`config.mk`:
```
export PLATFORM = sky130hd
export DESIGN_NAME = dms_ctrl_end_flat
export DESIGN_NICKNAME = d
export VERILOG_FILES = /design/src/hdl/dms_pkg.sv /design/src/hdl/dms_link_if.sv /design/src/hdl/dms_ctrl_end.sv /design/src/flat_wrapper.sv
export SDC_FILE = /design/constraint.sdc
export NUM_CORES = 1
export LEC_CHECK = 0
export ABC_CLOCK_PERIOD_IN_PS = 6300
export BUFFER_PORTS_ARGS = -buffer_cell sky130_fd_sc_hd__buf_4
export CAP_MARGIN = 5
export CORE_ASPECT_RATIO = 0.8
export CORE_MARGIN = 2
export CORE_UTILIZATION = 61
export CTS_CLUSTER_SIZE = 40
export DETAILED_ROUTE_END_ITERATION = 8
export GPL_TIMING_DRIVEN = 0
export PLACE_DENSITY_LB_ADDON = 0.2
export SYNTH_ARGS = -nofsm -noshare
export SYNTH_HDL_FRONTEND = slang
export SYNTH_SLANG_ARGS = --single-unit
export TNS_END_PERCENT = 30
```
`constraint.sdc`:
```
create_clock -name SYS_CLK -period 6.3 [get_ports SYS_CLK]
set_input_delay 1.89 -clock SYS_CLK [delete_from_list [all_inputs] [get_ports SYS_CLK]]
set_output_delay 1.89 -clock SYS_CLK [all_outputs]
set_load 0.01 [all_outputs]
```
`src/hdl/dms_pkg.sv`:
```
// Shared constants and types for the DLL mode switch and clock change link
package dms_pkg;
   // Mode register bit positions
   localparam int DLL_DISABLE_BIT_POS = 0;
   localparam int DLL_RESET_BIT_POS = 8;
   localparam int ADDR_W = 16;
   localparam int BA_W = 3;
   // DLL-off latencies, both six cycles
   localparam logic [3:0] DLL_OFF_READ_LATENCY = 4'h6;
   localparam logic [3:0] DLL_OFF_WRITE_LATENCY = 4'h6;
   // Mode register selects on the bank address
   localparam logic [2:0] MR0_SEL = 3'h0;
   localparam logic [2:0] MR1_SEL = 3'h1;
   localparam logic [2:0] MR2_SEL = 3'h2;
   // Wait interval defaults, in SYS_CLK cycles (50 MHz, 20 ns)
   localparam int CLK_PERIOD_NS = 20;
   localparam int MODE_SET_DELAY_NS = 240;
   localparam int MODE_REGISTER_DELAY_NS = 80;
   localparam int SRE_CLK_DELAY_NS = 200;
   localparam int SRX_CLK_DELAY_NS = 200;
   localparam int SR_EXIT_DELAY_NS = 400;
   localparam int PD_EXIT_DELAY_NS = 100;
   localparam int DLL_LOCK_TIME_NS = 10240;
   localparam int LONG_CAL_TIME_NS = 5120;
   localparam int TERM_OFF_DELAY_NS = 180;
   localparam logic [15:0] MODE_SET_CYC =
      16'((MODE_SET_DELAY_NS + CLK_PERIOD_NS - 1) / CLK_PERIOD_NS);
   localparam logic [15:0] MODE_REGISTER_CYC =
      16'((MODE_REGISTER_DELAY_NS + CLK_PERIOD_NS - 1) / CLK_PERIOD_NS);
   localparam logic [15:0] SRE_CLK_CYC =
      16'((SRE_CLK_DELAY_NS + CLK_PERIOD_NS - 1) / CLK_PERIOD_NS);
   localparam logic [15:0] SRX_CLK_CYC =
      16'((SRX_CLK_DELAY_NS + CLK_PERIOD_NS - 1) / CLK_PERIOD_NS);
   localparam logic [15:0] SR_EXIT_CYC =
      16'((SR_EXIT_DELAY_NS + CLK_PERIOD_NS - 1) / CLK_PERIOD_NS);
   localparam logic [15:0] PD_EXIT_CYC =
      16'((PD_EXIT_DELAY_NS + CLK_PERIOD_NS - 1) / CLK_PERIOD_NS);
   localparam logic [15:0] DLL_LOCK_CYC =
      16'((DLL_LOCK_TIME_NS + CLK_PERIOD_NS - 1) / CLK_PERIOD_NS);
   localparam logic [15:0] LONG_CAL_CYC =
      16'((LONG_CAL_TIME_NS + CLK_PERIOD_NS - 1) / CLK_PERIOD_NS);
   localparam logic [15:0] TERM_OFF_CYC =
      16'((TERM_OFF_DELAY_NS + CLK_PERIOD_NS - 1) / CLK_PERIOD_NS);
   // Strobe delay tap width for leveling
   localparam int TAP_W = 6;
   localparam logic [5:0] TAP_MAX = 6'h3f;
   localparam logic [15:0] LEVEL_SETTLE_CYC = 16'h0004;
   // Commands on the link
   typedef enum logic [2:0] {
      DMS_CMD_NOP, DMS_CMD_MRS, DMS_CMD_SRE, DMS_CMD_SRX,
      DMS_CMD_PDE, DMS_CMD_PDX, DMS_CMD_LONG_CALIBRATION_COMMAND
   } dms_cmd_t;
   // Sequence requested of the controller
   typedef enum logic [1:0] {
      DMS_OP_TO_DLL_OFF, DMS_OP_TO_DLL_ON, DMS_OP_PD_FREQ, DMS_OP_LEVEL
   } dms_op_t;
endpackage : dms_pkg

```
`src/hdl/dms_link_if.sv`:
```
// Link between the memory controller sequencer and the DRAM model end
`timescale 1ns/1ps
interface dms_link_if;
   dms_pkg::dms_cmd_t cmd;
   logic [dms_pkg::BA_W-1:0] ba;
   logic [dms_pkg::ADDR_W-1:0] addr;
   logic cke;
   logic termination_control;
   logic clk_change;
   logic [dms_pkg::TAP_W-1:0] strobe_tap;
   logic strobe_pulse;
   logic level_mode;
   logic level_feedback;
   logic dll_locked;
   logic dll_off;
   modport ctrl (
      output cmd, ba, addr, cke, termination_control, clk_change,
      output strobe_tap, strobe_pulse, level_mode,
      input level_feedback, dll_locked, dll_off
   );
   modport dram (
      input cmd, ba, addr, cke, termination_control, clk_change,
      input strobe_tap, strobe_pulse, level_mode,
      output level_feedback, dll_locked, dll_off
   );
endinterface : dms_link_if

```
`src/hdl/dms_ctrl_end.sv`:
```
// Controller end: sequences DLL switching, clock change and leveling
`timescale 1ns/1ps
// Functional notes
// MR1 bit0 one disables DLL
// Device idle, termination off before disable
// Mode-set wait, self-refresh, entry clock wait
// Stable new clock before self-refresh exit
// DLL-off: clock enable high, termination low
// Reprogram registers, optional calibration, mode-set wait
// DLL-on: hold levels until lock time
// Clear disable bit, wait, set reset bit
// Wait lock and calibration before use
// Clock changes only in self-refresh or power-down
// Clock ignored after entry delay
// New frequency within speed grade limits
// Power-down: termination low when enabled
// Power-down change: entry wait, both low
// Stable clock, exit, wait, DLL reset
// Re-lock: termination low, clock enable high
// Termination off and outputs idle first
// DLL-off strobe and data shift together
// Device samples clock with strobe edge
// Raise strobe delay until zero-to-one
// DLL-off uses latency six only
// Only no-operation during exit delay
// Self-refresh only from all-banks idle
// Each wait is a counted interval
module dms_ctrl_end (
   input wire logic SYS_CLK,
   input wire logic RST,
   dms_link_if.ctrl LINK,
   input wire logic START,
   input wire dms_pkg::dms_op_t OP,
   input wire logic ALL_IDLE,
   input wire logic TERM_ENABLED,
   input wire logic USE_LONG_CAL,
   input wire logic FREQ_IN_RANGE,
   output logic BUSY,
   output logic DONE,
   output logic ERROR,
   output logic CLK_CHANGE_REQ,
   output logic [dms_pkg::TAP_W-1:0] LEVEL_TAP
);
   typedef enum logic [4:0] {
      S_IDLE, S_TERM_OFF, S_MR1_WR, S_WAIT, S_SRE, S_CLK_HOLD,
      S_CLK_CHG, S_SRX, S_MR1_ON, S_MR0_RST, S_MR0_LAT, S_MR2_LAT,
      S_ZQ, S_LOCK, S_PDE, S_PDX, S_LVL_ON, S_LVL_PULSE, S_LVL_WAIT,
      S_LVL_OFF, S_DONE
   } dms_state_t;

   dms_state_t state_r;
   dms_state_t ret_r; // State entered once the counter expires
   dms_pkg::dms_op_t op_r;
   logic [15:0] cnt_r;
   logic [15:0] lock_cnt_r;
   logic [15:0] cal_cnt_r;
   dms_pkg::dms_cmd_t cmd_r;
   logic [dms_pkg::BA_W-1:0] ba_r;
   logic [dms_pkg::ADDR_W-1:0] addr_r;
   logic cke_r;
   logic odt_r;
   logic clk_chg_r;
   logic [dms_pkg::TAP_W-1:0] tap_r;
   logic pulse_r;
   logic lvl_r;
   logic fb_prev_r;
   logic busy_r;
   logic done_r;
   logic err_r;

   ////////////////////////////////////////////////////////////////////////
   // Sequencer: each wait except the lock wait in S_LOCK loads cnt_r and parks in S_WAIT until it counts down to one
   always_ff @(posedge SYS_CLK) begin
      if (RST) begin
         state_r <= S_IDLE;
         ret_r <= S_IDLE;
         op_r <= dms_pkg::DMS_OP_TO_DLL_OFF;
         cnt_r <= 16'h0000;
         cmd_r <= dms_pkg::DMS_CMD_NOP;
         ba_r <= 3'h0;
         addr_r <= 16'h0000;
         cke_r <= 1'b1;
         clk_chg_r <= 1'b0;
         tap_r <= 6'h00;
         pulse_r <= 1'b0;
         lvl_r <= 1'b0;
         fb_prev_r <= 1'b0;
         err_r <= 1'b0;
      end else begin
         cmd_r <= dms_pkg::DMS_CMD_NOP; // Commands are one-cycle pulses
         pulse_r <= 1'b0;
         unique case (state_r)
            S_IDLE: begin
               if (START) begin
                  op_r <= OP;
                  err_r <= 1'b0;
                  // Refuse unless banks idle and the new clock is legal
                  if (!ALL_IDLE || !FREQ_IN_RANGE)
                     err_r <= 1'b1;
                  else begin
                     state_r <= S_WAIT;
                     ret_r <= (OP == dms_pkg::DMS_OP_LEVEL) ? S_LVL_ON :
                        (OP == dms_pkg::DMS_OP_PD_FREQ) ? S_PDE :
                        (OP == dms_pkg::DMS_OP_TO_DLL_OFF) ? S_MR1_WR :
                        S_SRE;
                     cnt_r <= dms_pkg::TERM_OFF_CYC; // Termination off
                  end
               end
            end
            S_MR1_WR: begin
               cmd_r <= dms_pkg::DMS_CMD_MRS;
               ba_r <= dms_pkg::MR1_SEL;
               addr_r <= 16'h0001; // DLL disable bit set
               cnt_r <= dms_pkg::MODE_SET_CYC;
               ret_r <= S_SRE;
               state_r <= S_WAIT;
            end
            S_SRE: begin
               cmd_r <= dms_pkg::DMS_CMD_SRE;
               cke_r <= 1'b0;
               cnt_r <= dms_pkg::SRE_CLK_CYC;
               ret_r <= S_CLK_CHG;
               state_r <= S_WAIT;
            end
            S_PDE: begin
               cke_r <= 1'b0; // Precharge power-down entry
               cnt_r <= dms_pkg::SRE_CLK_CYC;
               ret_r <= S_CLK_CHG;
               state_r <= S_WAIT;
            end
            S_CLK_CHG: begin
               // Clock only moves while the device ignores it
               clk_chg_r <= 1'b1;
               cnt_r <= dms_pkg::SRX_CLK_CYC; // Stable new clock
               ret_r <= (op_r == dms_pkg::DMS_OP_PD_FREQ) ? S_PDX : S_SRX;
               state_r <= S_CLK_HOLD;
            end
            S_CLK_HOLD: begin
               clk_chg_r <= 1'b0;
               state_r <= S_WAIT;
            end
            S_SRX: begin
               cmd_r <= dms_pkg::DMS_CMD_SRX;
               cke_r <= 1'b1; // Held high to the end
               cnt_r <= dms_pkg::SR_EXIT_CYC; // NOP only meanwhile
               ret_r <= (op_r == dms_pkg::DMS_OP_TO_DLL_OFF) ?
                  S_MR0_LAT : S_MR1_ON;
               state_r <= S_WAIT;
            end
            S_PDX: begin
               cke_r <= 1'b1;
               cnt_r <= dms_pkg::PD_EXIT_CYC;
               ret_r <= S_MR0_RST;
               state_r <= S_WAIT;
            end
            S_MR1_ON: begin
               cmd_r <= dms_pkg::DMS_CMD_MRS;
               ba_r <= dms_pkg::MR1_SEL;
               addr_r <= 16'h0000; // DLL disable bit cleared
               cnt_r <= dms_pkg::MODE_REGISTER_CYC;
               ret_r <= S_MR0_RST;
               state_r <= S_WAIT;
            end
            S_MR0_RST: begin
               cmd_r <= dms_pkg::DMS_CMD_MRS;
               ba_r <= dms_pkg::MR0_SEL;
               addr_r <= 16'h0100; // DLL reset bit set
               cnt_r <= dms_pkg::MODE_REGISTER_CYC;
               ret_r <= S_LOCK;
               state_r <= S_WAIT;
            end
            S_MR0_LAT: begin
               cmd_r <= dms_pkg::DMS_CMD_MRS;
               ba_r <= dms_pkg::MR0_SEL;
               addr_r <= {8'h00, dms_pkg::DLL_OFF_READ_LATENCY,
                  4'h0};
               cnt_r <= dms_pkg::MODE_REGISTER_CYC;
               ret_r <= S_MR2_LAT;
               state_r <= S_WAIT;
            end
            S_MR2_LAT: begin
               cmd_r <= dms_pkg::DMS_CMD_MRS;
               ba_r <= dms_pkg::MR2_SEL;
               addr_r <= {9'h000, dms_pkg::DLL_OFF_WRITE_LATENCY,
                  3'h0};
               cnt_r <= dms_pkg::MODE_SET_CYC;
               ret_r <= USE_LONG_CAL ? S_ZQ : S_DONE;
               state_r <= S_WAIT;
            end
            S_ZQ: begin
               cmd_r <= dms_pkg::DMS_CMD_LONG_CALIBRATION_COMMAND;
               state_r <= S_DONE;
            end
            S_LOCK: begin
               // Calibration overlaps the lock wait when asked for; one
               // issue only, so skip while the last one is still in flight
               if (USE_LONG_CAL && cal_cnt_r == 16'h0000 &&
                   cmd_r != dms_pkg::DMS_CMD_LONG_CALIBRATION_COMMAND &&
                   lock_cnt_r > dms_pkg::LONG_CAL_CYC)
                  cmd_r <= dms_pkg::DMS_CMD_LONG_CALIBRATION_COMMAND;
               else if (lock_cnt_r == 16'h0000 &&
                        cal_cnt_r == 16'h0000)
                  state_r <= S_DONE;
            end
            S_LVL_ON: begin
               lvl_r <= 1'b1;
               tap_r <= 6'h00;
               fb_prev_r <= 1'b0;
               cnt_r <= dms_pkg::MODE_SET_CYC;
               ret_r <= S_LVL_PULSE;
               state_r <= S_WAIT;
            end
            S_LVL_PULSE: begin
               pulse_r <= 1'b1;
               cnt_r <= dms_pkg::LEVEL_SETTLE_CYC;
               ret_r <= S_LVL_WAIT;
               state_r <= S_WAIT;
            end
            S_LVL_WAIT: begin
               fb_prev_r <= LINK.level_feedback;
               // Lock the tap on the first zero-to-one feedback
               if (LINK.level_feedback && !fb_prev_r)
                  state_r <= S_LVL_OFF;
               else if (tap_r == dms_pkg::TAP_MAX) begin
                  err_r <= 1'b1;
                  state_r <= S_LVL_OFF;
               end else begin
                  tap_r <= tap_r + 6'h01;
                  state_r <= S_LVL_PULSE;
               end
            end
            S_LVL_OFF: begin
               lvl_r <= 1'b0;
               state_r <= S_DONE;
            end
            S_WAIT: begin
               if (cnt_r <= 16'h0001)
                  state_r <= ret_r;
               else
                  cnt_r <= cnt_r - 16'h0001;
            end
            S_DONE: state_r <= S_IDLE;
            default: state_r <= S_IDLE;
         endcase
      end
   end

   // Lock and calibration timers run beside the sequencer
   always_ff @(posedge SYS_CLK) begin
      if (RST) begin
         lock_cnt_r <= 16'h0000;
         cal_cnt_r <= 16'h0000;
      end else begin
         if (cmd_r == dms_pkg::DMS_CMD_MRS && ba_r == dms_pkg::MR0_SEL &&
             addr_r[dms_pkg::DLL_RESET_BIT_POS])
            lock_cnt_r <= dms_pkg::DLL_LOCK_CYC;
         else if (lock_cnt_r != 16'h0000)
            lock_cnt_r <= lock_cnt_r - 16'h0001;
         if (cmd_r == dms_pkg::DMS_CMD_LONG_CALIBRATION_COMMAND)
            cal_cnt_r <= dms_pkg::LONG_CAL_CYC;
         else if (cal_cnt_r != 16'h0000)
            cal_cnt_r <= cal_cnt_r - 16'h0001;
      end
   end

   // Termination low in every state, idle included; a free level is wasted margin
   always_ff @(posedge SYS_CLK) begin
      if (RST)
         odt_r <= 1'b0;
      else
         odt_r <= 1'b0;
   end

   // Status flags
   always_ff @(posedge SYS_CLK) begin
      if (RST) begin
         busy_r <= 1'b0;
         done_r <= 1'b0;
      end else begin
         busy_r <= (state_r != S_IDLE) && (state_r != S_DONE);
         done_r <= (state_r == S_DONE);
      end
   end

   assign LINK.cmd = cmd_r;
   assign LINK.ba = ba_r;
   assign LINK.addr = addr_r;
   assign LINK.cke = cke_r;
   assign LINK.termination_control = odt_r;
   assign LINK.clk_change = clk_chg_r;
   assign LINK.strobe_tap = tap_r;
   assign LINK.strobe_pulse = pulse_r;
   assign LINK.level_mode = lvl_r;
   assign BUSY = busy_r;
   assign DONE = done_r;
   assign ERROR = err_r;
   assign CLK_CHANGE_REQ = clk_chg_r;
   assign LEVEL_TAP = tap_r;
endmodule : dms_ctrl_end

```
`src/flat_wrapper.sv`:
```
// flat-port wrapper written by rule: the top's interface ports become plain ports
module dms_ctrl_end_flat 
  (SYS_CLK, RST, START, OP, ALL_IDLE, TERM_ENABLED, USE_LONG_CAL, FREQ_IN_RANGE, BUSY, DONE, ERROR, CLK_CHANGE_REQ, LEVEL_TAP, LINK_cmd, LINK_ba, LINK_addr, LINK_cke, LINK_termination_control, LINK_clk_change, LINK_strobe_tap, LINK_strobe_pulse, LINK_level_mode, LINK_level_feedback, LINK_dll_locked, LINK_dll_off);
  dms_link_if LINK_i ();
  input wire logic SYS_CLK;
  input wire logic RST;
  input wire logic START;
  input wire dms_pkg::dms_op_t OP;
  input wire logic ALL_IDLE;
  input wire logic TERM_ENABLED;
  input wire logic USE_LONG_CAL;
  input wire logic FREQ_IN_RANGE;
  output logic BUSY;
  output logic DONE;
  output logic ERROR;
  output logic CLK_CHANGE_REQ;
  output logic [dms_pkg::TAP_W-1:0] LEVEL_TAP;
  output wire logic [$bits(LINK_i.cmd)-1:0] LINK_cmd;
  output wire logic [$bits(LINK_i.ba)-1:0] LINK_ba;
  output wire logic [$bits(LINK_i.addr)-1:0] LINK_addr;
  output wire logic [$bits(LINK_i.cke)-1:0] LINK_cke;
  output wire logic [$bits(LINK_i.termination_control)-1:0] LINK_termination_control;
  output wire logic [$bits(LINK_i.clk_change)-1:0] LINK_clk_change;
  output wire logic [$bits(LINK_i.strobe_tap)-1:0] LINK_strobe_tap;
  output wire logic [$bits(LINK_i.strobe_pulse)-1:0] LINK_strobe_pulse;
  output wire logic [$bits(LINK_i.level_mode)-1:0] LINK_level_mode;
  input wire logic [$bits(LINK_i.level_feedback)-1:0] LINK_level_feedback;
  input wire logic [$bits(LINK_i.dll_locked)-1:0] LINK_dll_locked;
  input wire logic [$bits(LINK_i.dll_off)-1:0] LINK_dll_off;
  assign LINK_cmd = LINK_i.cmd;
  assign LINK_ba = LINK_i.ba;
  assign LINK_addr = LINK_i.addr;
  assign LINK_cke = LINK_i.cke;
  assign LINK_termination_control = LINK_i.termination_control;
  assign LINK_clk_change = LINK_i.clk_change;
  assign LINK_strobe_tap = LINK_i.strobe_tap;
  assign LINK_strobe_pulse = LINK_i.strobe_pulse;
  assign LINK_level_mode = LINK_i.level_mode;
  assign LINK_i.level_feedback = LINK_level_feedback;
  assign LINK_i.dll_locked = LINK_dll_locked;
  assign LINK_i.dll_off = LINK_dll_off;
  dms_ctrl_end u_core (.SYS_CLK(SYS_CLK), .RST(RST), .LINK(LINK_i), .START(START), .OP(OP), .ALL_IDLE(ALL_IDLE), .TERM_ENABLED(TERM_ENABLED), .USE_LONG_CAL(USE_LONG_CAL), .FREQ_IN_RANGE(FREQ_IN_RANGE), .BUSY(BUSY), .DONE(DONE), .ERROR(ERROR), .CLK_CHANGE_REQ(CLK_CHANGE_REQ), .LEVEL_TAP(LEVEL_TAP));
endmodule
```
==> impl_results.md, run 1 <==
- Outcome: finished, final reports clean
- # DRC: 0
- Fillers: 614
- Met2 Use GR: 0.458
- Total I/O pin count: 55
- Detailed placer's ending HPWL: 9.61 mm
- Seq/Total Area, Yosys: 0.351
- Placeable core area: 7500 sq um
- GRT Max-Usage Layer: met1
- Worst path buffer plus inverter count: 1
- Mapped cell area: 4800 sq um
- Max-cap violation count: 0
- Die width: 103 microns
- Worst-margin pin slew: 0.987 ns
- CTS resizes: 0
- Final setup TNS: 0 ns
- Multi-input gate area: 2820 sq um
- Post-CTS Setup Bufs: 0
- Post-DR wirelength/cell: 17.0 microns
- Layout cells sized above 1: 0.139
- Clock tree root buffer cell: clkbuf_8
- Vias per Instance: 6.17
- Relative slew slack: 0.336
- Slowest cell on crit path: or4_1
- # nets final: 691
- Primary FF master, synth: dfxtp_1
- RSZ-0062 raised after global routing: no
- WHS Endpoint: u_core.ret_r[1]$_SDFFE_PP0P_
- DR vias: 4806
- Die area: 8590 sq um
- Final setup viols: 0
- R2R cell count: 7
- # hold bufs at CTS: 0
- Delay-heaviest family, CP: simple AND/OR/NAND/NOR gates
- Layout area overhead: 14.1%
- DRT antenna net count: 0
- Hold path cells: 2
- HP Start: u_core.ret_r[1]$_SDFFE_PP0P_
- Vias in the first global route: 4396
- Synth unique cells: 67
- Fin crit period: 3.17 ns
- Global-route wire length before repair: 21.7 mm
- Row count: 28
- Synth warn: 0
- Mean cell area of the mapped netlist: 7.89 sq um
- Startpoint Class: input port
- Antenna violations before repair: 0
- Seq. cell area: 1680 sq um
- Maximum VDD drop: 288 uV
- Reg2reg start: u_core.state_r[1]$_SDFFE_PP0P_
- Clk_lat worst skew: 0.37 ns
- Async set-reset flop share out of synthesis: 0
- Grt met3 use: 0.0943
- R2R Setup Slk: 3.73 ns
- Pleak: 2.16 nW
- CTS clk-pin slew, worst paths: 0.10 ns
- GRT overflow: 0
- CP Data Required Time: 6.62 ns
- Synth Register Bits: 84
- Met1 Resource Use GR: 0.459
- Crit Path Category: input port to flop
- CTS Buffer Depth: 2
- Post-synth EDFFs: 0
- Critical Path Max Stage Delay: 0.59 ns
- Largest net degree at the start of global routing: 17
- Worst R2R End: u_core.state_r[4]$_SDFFE_PP0P_
- Worst clock skew: 0.00957 ns
- Die height: 83.3 microns
- Fin cells: 779
- ANT cells: 0
- Slew Limit Fails: 0
- CTS Buf Count: 9
- Starting density of the core: 0.640
- CP Capture Type: flop
- Worst EP arrival: 3.49 ns
- Largest fanout on the critical path: 9
- Final hold violation count: 0
- CTS Sinks: 84
- I/O Buffers: 38
- Worst min path class: flop to flop
- GRT Overall Usage: 0.316
- Crit-path cells: buf_4 > and4b_1 > o21ai_0 > nand4_1 > or4_1 > nand2_1
- Share of the clock period used by the worst path: 0.504
- DRT Pass-1 Iters: 6
- RePlAce Congestion: 1.00
- H-tree levels: 3
- Post-Syn Instances: 608
- Power Density: 387 nW/um^2
- CTS tree: built
- Fmax: 315 MHz
- DRT iter0 DRCs: 422
- Final WL: 13.2 mm
- Placed cells: 763
worst max path at each step:
stage / endpoint / slack, ns / depth (start not counted) / startpoint
finish: u_core.cnt_r[13]$_SDFFE_PP0P_ / 3.13 / 6 / ALL_IDLE
CTS: u_core.cnt_r[13]$_SDFFE_PP0P_ / 3.15 / 6 / ALL_IDLE
global placement: u_core.cnt_r[5]$_SDFFE_PP0P_ / 2.79 / 6 / ALL_IDLE
global route: u_core.cnt_r[13]$_SDFFE_PP0P_ / 3.01 / 6 / ALL_IDLE
detailed placement: u_core.cnt_r[13]$_SDFFE_PP0P_ / 2.77 / 6 / ALL_IDLE
floorplan: u_core.cnt_r[13]$_SDFFE_PP0P_ / 3.15 / 5 / ALL_IDLE
synth_stat cells, drive strengths merged (3+ instances only):
library cell  count  area, sq um
dfxtp            84         1680
nor2             80          303
nand2            40          150
o21ai            39          199
a21oi            37          185
buf              29          196
nand3            26          135
clkbuf           24         90.1
nor3             17         90.1
xor2             16          140
inv              14         52.6
or4              14          120
nor4             13         93.8
xnor2            13          114
nand2b           11         68.8
nand4            11         68.8
or3              11         68.8
a31oi            10         62.6
ha               10          125
nor2b             9         56.3
a211oi            8         60.1
and3              7         43.8
nand3b            7         52.6
o31ai             6         45.0
a22oi             5         37.5
o2111ai           5         43.8
o21a              5         37.5
a311oi            4         35.0
and2              4         25.0
nand4b            4         35.0
nor3b             4         35.0
nor4b             4         35.0
o211ai            4         30.0
mux2i             3         30.0
o21bai            3         22.5
metal layers:
metal	vias to the layer above	part of all wire	wire [microns]
met5	-	0	0
met4	0	0.018	237
met3	27	0.11	1510
met2	274	0.42	5590
met1	2215	0.45	5890
li1	2290	-	-
metrics by stage:
stage               hold WS, ns  power (mW)  instance area (sq um)   util  setup WS (ns)
global route              0.492        2.26                   5470  0.730           3.01
detailed placement        0.458        1.68                   5260  0.701           2.77
global placement          0.452        1.64                   5260  0.701           2.79
finish                    0.474        2.12                   5470  0.730           3.13
CTS                       0.469        2.09                   5470  0.730           3.15
floorplan                 0.429        1.46                   4840      -           3.15
worst reg2reg max path: stages, from the launching register on:
cell      delay, ns
dfxtp_1        0.35
clkbuf_1       0.34
clkbuf_1       0.39
clkbuf_1       0.40
clkbuf_1       0.46
a31oi_1        0.24
nor2_1         0.17
and3_1         0.16
cells by family (layout without fill, tap and decap cells):
kind of cell | Yosys count | count (layout) | synth area share
DFF | 84 | 84 | 0.351
muxes | 3 | 3 | 0.00626
AOI/OAI and AO/OA | 143 | 143 | 0.189
buffers and inverters | 68 | 122 | 0.0715
other | 1 | 13 | 0.000782
adders and majority gates | 10 | 10 | 0.0261
and+or+nand+nor | 270 | 270 | 0.303
xor gates and xnor gates | 29 | 29 | 0.0529
report_power, final:
part / internal [mW] / switching (mW) / leakage (nW) / total, mW
clock network: 0.201 / 0.217 / 0.106 / 0.418
registers: 0.643 / 0.107 / 0.685 / 0.750
logic: 0.375 / 0.573 / 1.37 / 0.947
registers in the layout, indices dropped and copies added, names as in the netlist, 2 cells and up:
| name | flops |
|---|---|
| u_core.LEVEL_TAP | 6 |
| u_core.LINK.cmd | 3 |
| u_core.cnt_r | 16 |
| u_core.cal_cnt_r | 16 |
| u_core.LINK.addr | 5 |
| u_core.ret_r | 5 |
| u_core.LINK.ba | 2 |
| u_core.lock_cnt_r | 16 |
| u_core.op_r | 2 |
| u_core.state_r | 5 |
placed cells by master, fill, tap and decap left out, drive strengths merged, types with 5 or more instances in the layout:
master	netlist	layout
nor2	80	80
nand2b	11	11
o2111ai	5	5
a21oi	37	37
o21ai	39	39
ha	10	10
a211oi	8	8
nor3	17	17
o21a	5	5
nor4	13	13
or3	11	11
and3	7	7
o31ai	6	6
buf	29	67
conb	1	13
inv	14	18
nor2b	9	9
xnor2	13	13
xor2	16	16
nand3b	7	7
clkbuf	24	34
nand2	40	40
nand3	26	26
or4	14	14
a22oi	5	5
nand4	11	11
a31oi	10	10
dfxtp	84	84
cell type report:
type                            instances  share of cell area
Multi-Input combinational cell        468               0.515
Buffer                                 53              0.0524
Sequential cell                        84               0.307
Inverter                               15              0.0103
Clock inverter                          6              0.0137
Clock buffer                           10              0.0252
Tap cell                              105              0.0240
Timing Repair Buffer                   38              0.0521
Note: power is estimated with default switching activity, not from simulation.
==> inputs of run 2 (changes only) <==
Settings changed: ABC_AREA set to 1, ABC_CLOCK_PERIOD_IN_PS 6300 to 2660, CORE_UTILIZATION 61 to 53.
Clock period 6.3 ns to 2.66 ns, I/O delays scaled along.
==> impl_results.md, run 2 <==
- Outcome: finished, final reports clean (unchanged)
- Placed cells: 898 (was 763)
- Clock tree root buffer cell: clkbuf_16 (was clkbuf_8)
- Final setup viols: 0 (unchanged)
- CTS tree: built (unchanged)
- Maximum VDD drop: 630 uV (was 288 uV)
- Layout area overhead: 16.2% (was 14.1%)
- Worst EP arrival: 2.48 ns (was 3.49 ns)
- DRT iter0 DRCs: 356 (was 422)
- Slowest cell on crit path: dfxtp_1 (was or4_1)
- Post-route cell area: 5580 sq um (was 5470 sq um)
- Starting density of the core: 0.538 (was 0.640)
- Most numerous cell in the Yosys netlist: nand2_1 (was dfxtp_1)
- Post-CTS Setup Bufs: 0 (unchanged)
- Max-cap violation count: 0 (unchanged)
- Mean cell area of the mapped netlist: 6.55 sq um (was 7.89 sq um)
- Die height: 89.1 microns (was 83.3 microns)
- Most common library cells after synthesis: nand2_1 (170), nor2_1 (148), dfxtp_1 (84), inv_1 (58), a21oi_1 (53) (was dfxtp_1 (84), nor2_1 (79), nand2_1 (40), a21oi_1 (37), o21ai_0 (35))
- Share of the clock period used by the worst path: 0.847
- Vias in the first global route: 4168 (was 4396)
- CP Data Required Time: 2.89 ns (was 6.62 ns)
- Total I/O pin count: 55 (unchanged)
- Final Util: 0.625 (was 0.730)
- Layout cells sized above 1: 0.146 (was 0.139)
- Primary FF master, synth: dfxtp_1 (unchanged)
- CTS Sinks: 84 (unchanged)
- RSZ-0062 raised after global routing: no (unchanged)
- Vias per Instance: 5.26 (was 6.17)
- Synth warn: 0 (unchanged)
- Worst min path class: flop to flop (unchanged)
- Placed cell areas: 5280 sq um (was 5260 sq um)
- Relative slew slack: 0.563 (was 0.336)
- Commonest non-fill, non-tap cell in the layout: nand2_1 (was dfxtp_1)
- # DRC: 0 (unchanged)
- Die area: 9840 sq um (was 8590 sq um)
- Worst clock skew: 0.0103 ns (was 0.00957 ns)
- CTS clk-pin slew, worst paths: 0.06 ns (was 0.10 ns)
- ANT cells: 0 (unchanged)
- Critical Path Max Stage Delay: 0.36 ns (was 0.59 ns)
- Switch share: 0.447 (was 0.424)
- Worst-margin pin slew: 0.649 ns (was 0.987 ns)
- Fin crit period: 2.25 ns
- H-tree levels: 3 (unchanged)
- Row count: 31 (was 28)
- Async set-reset flop share out of synthesis: 0 (unchanged)
- Fin cells: 914 (was 779)
- Post-synth EDFFs: 0 (unchanged)
- Commonest cells after routing, fill and taps aside: nand2_1 (170), nor2_1 (148), dfxtp_1 (84) (was dfxtp_1 (84), nor2_1 (79), buf_4 (60))
- DRT antenna net count: 0 (unchanged)
- Comb pwr share: 0.495 (was 0.448)
- Final setup TNS: 0 ns (unchanged)
- Pleak: 2.68 nW (was 2.16 nW)
- Detailed placer's ending HPWL: 9.20 mm (was 9.61 mm)
- DR vias: 4809 (was 4806)
- Final WL: 12.2 mm (was 13.2 mm)
- Final Total Pwr: 6.28 mW (was 2.12 mW)
- Clk_lat worst skew: 0.34 ns (was 0.37 ns)
- Sequential share of power: 0.303 (was 0.354)
- Net Sw Power: 2.81 mW (was 0.897 mW)
- Worst hold margin: 0.465 ns (was 0.474 ns)
- Fmax: 444 MHz
- GRT Overall Usage: 0.253 (was 0.316)
- Crit-path cells: inv_1 > ha_1 > nand3_1 > nor2_1 > nand2_1 > nand2_1 > nor2_1 > nand2_1 > nor2_1 > nand3_1 > nand2_1 > nor2_1 (was buf_4 > and4b_1 > o21ai_0 > nand4_1 > or4_1 > nand2_1)
- CP Capture Type: flop (unchanged)
- Leading post-synthesis cells by cell area: dfxtp_1 (35%), nand2_1 (13%), nor2_1 (12%) (was dfxtp_1 (35%), nor2_1 (6.2%), a21oi_1 (3.9%))
- # nets final: 816 (was 691)
- Post-DR wirelength/cell: 13.3 microns (was 17.0 microns)
- I/O Buffers: 38 (unchanged)
- Internal power: 3.47 mW (was 1.22 mW)
- Synth unique cells: 36 (was 67)
- Mapped cell area: 4800 sq um (about the same)
- Placeable core area: 8920 sq um (was 7500 sq um)
- Global-route wire length before repair: 20.1 mm (was 21.7 mm)
- Post-Syn Instances: 733 (was 608)
- Antenna violations before repair: 0 (unchanged)
- RePlAce Congestion: 0.924 (was 1.00)
- Worst Setup Slack post-DPL: 0.406 ns (was 2.77 ns)
- Startpoint Class: flop (was input port)
- Largest area contributor in the synthesized netlist: dfxtp_1 (unchanged)
- Seq/Total Area, Yosys: 0.350 (was 0.351)
- GRT overflow: 0 (unchanged)
- CTS Buffer Depth: 2 (unchanged)
- Die width: 110 microns (was 103 microns)
- # hold bufs at CTS: 0 (unchanged)
- Top flop regs: u_core.cal_cnt_r x16, u_core.cnt_r x16, u_core.lock_cnt_r x16 (unchanged)
- Share of the synthesized area in the top cell type: 0.350 (was 0.351)
- Crit Path Category: flop to flop (was input port to flop)
- Largest fanout on the critical path: 8 (was 9)
- Power Density: 1130 nW/um^2 (was 387 nW/um^2)
- CTS Buf Count: 9 (unchanged)
- Synth Register Bits: 84 (unchanged)
- Slew Limit Fails: 0 (unchanged)
- DRT Pass-1 Iters: 5 (was 6)
- Final WS setup: 0.407 ns (was 3.13 ns)
- Final hold violation count: 0 (unchanged)
- Largest net degree at the start of global routing: 15 (was 17)
- Clock network power share: 0.202 (was 0.198)
run 2: cell types whose count changed after synthesis, moves of 11 or more:
cell      previous run  this run
a21oi_1             37        53
clkbuf_1            24         6
inv_1               14        58
nand2_1             40       170
nand2b_1            11         0
nand3_1             25        52
nor2_1              79       148
o21ai_0             35        16
run 2: worst max-delay path: cells and delay by family, from the launching register on:
kind / cells / cell delay [ns]
fa+ha+maj: 1 / 0.24
buf+inv: 1 / 0.09
flops: 1 / 0.36
simple gates: 10 / 1.46
run 2: layer usage:
layer,global-route usage,wire length (microns),vias up
li1,-,-,2449
met1,0.365,6120,2180
met2,0.384,5010,169
met3,0.0583,957,11
met4,0.0705,114,0
met5,0,0,-
run 2: worst paths after layout:
kind / endpoint / slack [ns] / start / cells past startpoint
worst max-delay path: u_core.lock_cnt_r[13]$_SDFFE_PP0P_ / 0.41 / u_core.lock_cnt_r[0]$_SDFFE_PP0P_ / 12
worst min-delay path: u_core.ret_r[0]$_SDFFE_PP0P_ / 0.47 / u_core.ret_r[0]$_SDFFE_PP0P_ / 2
worst max register to register: u_core.lock_cnt_r[13]$_SDFFE_PP0P_ / 0.41 / u_core.lock_cnt_r[0]$_SDFFE_PP0P_ / 12
worst min register to register: u_core.ret_r[0]$_SDFFE_PP0P_ / 0.47 / u_core.ret_r[0]$_SDFFE_PP0P_ / 2
run 2: layout make-up:
cell class	instances	area, sq um
flip-flops and latches	84	1680
multi-input cells	562	2690
well taps	115	144
clock buffers	11	243
inverters	65	244
fillers	829	3340
clock inverters	5	61.3
repair buffers	38	285
plain buffers	34	228
run 2: cells by family (layout without fill, tap and decap cells):
group           after synthesis  count (layout)  synth area share
simple gates                439             439             0.399
buf+inv                      99             153            0.0983
flops                        84              84             0.350
compound gates               82              82            0.0930
xor+xnor                     18              18            0.0328
fa+ha+maj                    10              10            0.0261
other cells                   1              13          0.000781
run 2: what timing repair did:
item / in CTS / in global routing
setup endpoints to repair: 0 / 1
gates resized for setup: 0 / 1
endpoints found under the hold margin: 0 / 0
run 2: power groups by stage:
stage               clock network, mW  logic, mW  registers (mW)
finish                           1.27       3.11            1.90
global route                     1.35       3.53            1.94
CTS                              1.29       3.07            1.89
detailed placement                  0       3.05            1.92
global placement                    0       2.97            1.91
floorplan                           0       2.44            1.85
==> inputs of run 3 (changes only) <==
Settings changed: ABC_CLOCK_PERIOD_IN_PS 2660 to 2100, CORE_UTILIZATION 53 to 59.
Clock period 2.66 ns to 2.1 ns, I/O delays scaled along.
==> impl_results.md, run 3 (synthesis gave the netlist of run 2 again) <==
- Commonest cells after routing, fill and taps aside: nand2_1 (167), nor2_1 (142), dfxtp_1 (82) (was nand2_1 (170), nor2_1 (148), dfxtp_1 (84))
- H-tree levels: 3 (unchanged)
- Final Total Pwr: 7.87 mW (was 6.28 mW)
- CTS tree: built (unchanged)
- Max-cap violation count: 0 (unchanged)
- Die area: 8880 sq um (was 9840 sq um)
- Maximum VDD drop: 1120 uV (was 630 uV)
- CTS Sinks: 84 (unchanged)
- Final setup TNS: 0 ns (unchanged)
- Pleak: 2.66 nW (was 2.68 nW)
- Fillers: 730 (was 829)
- Largest net degree at the start of global routing: 17 (was 15)
- DRT Pass-1 Iters: 5 (unchanged)
- # DRC: 0 (unchanged)
- Relative slew slack: 0.573 (was 0.563)
- Post-route cell area: 5550 sq um (was 5580 sq um)
- I/O Buffers: 38 (unchanged)
- Starting density of the core: 0.607 (was 0.538)
- GRT overflow: 0 (unchanged)
- Power Density: 1420 nW/um^2 (was 1130 nW/um^2)
- Die height: 84.7 microns (was 89.1 microns)
- Slew Limit Fails: 0 (unchanged)
- Fin cells: 909 (was 914)
- # nets final: 818 (was 816)
- Total I/O pin count: 55 (unchanged)
- Crit Path Category: flop to flop (unchanged)
- Crit-path cells: nor2_2 > nand2_2 > nor2_1 > nor2_2 > nand2_1 > nor2_2 > nand3_4 > nand2_2 > nand2_1 > a21oi_1 (was inv_1 > ha_1 > nand3_1 > nor2_1 > nand2_1 > nand2_1 > nor2_1 > nand2_1 > nor2_1 > nand3_1 > nand2_1 > nor2_1)
- Seq. cell area: 1680 sq um (about the same)
- Worst min path class: flop to flop (unchanged)
- Fmax: 510 MHz (was 444 MHz)
- Sequential share of power: 0.308 (was 0.303)
- Outcome: finished, final reports clean (unchanged)
- CP Capture Type: flop (unchanged)
- DRT antenna net count: 0 (unchanged)
- Layout area overhead: 15.6% (was 16.2%)
- Worst clock skew: 0.00751 ns (was 0.0103 ns)
- CTS clk-pin slew, worst paths: 0.09 ns (was 0.06 ns)
- Layout cells sized above 1: 0.170 (was 0.146)
- CTS Buffer Depth: 2 (unchanged)
- Switch share: 0.480 (was 0.447)
- ANT cells: 0 (unchanged)
- Final hold violation count: 0 (unchanged)
- Clk_lat worst skew: 0.37 ns (was 0.34 ns)
- Detailed placer's ending HPWL: 9.41 mm (was 9.20 mm)
- Multi-input gate area: 2760 sq um (was 2690 sq um)
- Vias per Instance: 5.44 (was 5.26)
- DRT iter0 DRCs: 494 (was 356)
- Slowest cell on crit path: dfxtp_1 (unchanged)
- Placeable core area: 7910 sq um (was 8920 sq um)
- Share of the clock period used by the worst path: 0.934 (was 0.847)
- Worst-margin pin slew: 0.640 ns (was 0.649 ns)
- Critical path's most frequent cell: nor2_2
- DR vias: 4945 (was 4809)
- Antenna violations before repair: 0 (unchanged)
- Placed cells: 891 (was 898)
- Comb pwr share: 0.535 (was 0.495)
- Commonest non-fill, non-tap cell in the layout: nand2_1 (unchanged)
- Post-DR wirelength/cell: 13.9 microns (was 13.3 microns)
- Vias in the first global route: 4345 (was 4168)
- Final WL: 12.6 mm (was 12.2 mm)
- RePlAce Congestion: 0.955 (was 0.924)
- Net Sw Power: 3.78 mW (was 2.81 mW)
- Top flop regs: u_core.cal_cnt_r x16, u_core.cnt_r x16, u_core.lock_cnt_r x16 (unchanged)
- Final Util: 0.702 (was 0.625)
- CP Data Required Time: 2.39 ns (was 2.89 ns)
- Largest fanout on the critical path: 10 (was 8)
- Placed cell areas: 5270 sq um (was 5280 sq um)
- Global-route wire length before repair: 20.6 mm (was 20.1 mm)
- Row count: 29 (was 31)
- Startpoint Class: flop (unchanged)
- Final setup viols: 0 (unchanged)
- Worst EP arrival: 2.25 ns (was 2.48 ns)
- Die width: 105 microns (was 110 microns)
- Fin crit period: 1.96 ns (was 2.25 ns)
- Internal power: 4.10 mW (was 3.47 mW)
- Clock tree root buffer cell: clkbuf_8 (was clkbuf_16)
- CTS Buf Count: 9 (unchanged)
- RSZ-0062 raised after global routing: yes (was no)
- Clock network power share: 0.157 (was 0.202)
- GRT Overall Usage: 0.286 (was 0.253)
- Critical Path Max Stage Delay: 0.46 ns (was 0.36 ns)
==> run 3: cell type report <==
| class | instances | share of cell area |
|---|---|---|
| Multi-Input combinational cell | 562 | 0.496 |
| Buffer | 34 | 0.0410 |
| Tap cell | 108 | 0.0243 |
| Timing Repair Buffer | 40 | 0.0541 |
| Inverter | 65 | 0.0439 |
| Clock inverter | 7 | 0.0146 |
| Clock buffer | 9 | 0.0223 |
| Sequential cell | 84 | 0.303 |
==> run 3: per-stage QoR <==
step / worst slack (ns) / hold WS, ns
global route: -0.0232 / 0.492
detailed placement: -0.203 / 0.463
floorplan: 0.334 / 0.441
global placement: -0.121 / 0.452
finish: 0.139 / 0.473
CTS: 0.0440 / 0.476
==> run 3: worst max-delay path, delay by kind of cell (launching register included) <==
kind	cells	cell delay [ns]
AO/OA/AOI/OAI	1	0.15
flip-flops	1	0.46
AND/OR/NAND/NOR	9	1.26
==> run 3: worst paths after layout <==
kind	start	endpoint	slack, ns	cells past startpoint
min reg2reg	u_core.ret_r[0]$_SDFFE_PP0P_	u_core.ret_r[0]$_SDFFE_PP0P_	0.47	2
min	u_core.ret_r[0]$_SDFFE_PP0P_	u_core.ret_r[0]$_SDFFE_PP0P_	0.47	2
max	u_core.state_r[3]$_SDFFE_PP0P_	u_core.cnt_r[4]$_SDFFE_PP0P_	0.14	10
max reg2reg	u_core.state_r[3]$_SDFFE_PP0P_	u_core.cnt_r[4]$_SDFFE_PP0P_	0.14	10
==> run 3: routing by layer <==
metal / vias to the layer above / global-route usage / part of all wire
li1: 2448 / - / -
met1: 2233 / 0.416 / 0.47
met2: 241 / 0.434 / 0.42
met3: 23 / 0.0528 / 0.099
met4: 0 / 0.0800 / 0.016
met5: - / 0 / 0
==> run 3: timing repair <==
| item | 4_1_cts | 5_1_grt |
|---|---|---|
| buffers inserted | 0 | 2 |
| hold buffers | 0 | 0 |
| setup endpoints to repair | 8 | 18 |
| resized for setup | 5 | 15 |
==> run 3: power groups by stage <==
stage	combinational (mW)	sequential, mW	clock, mW
6_report	4.21	2.43	1.23
5_1_grt	4.73	2.48	1.30
4_1_cts	3.96	2.40	1.24
3_5_place_dp	3.90	2.44	0
3_3_place_gp	3.74	2.41	0
2_1_floorplan	3.09	2.35	0
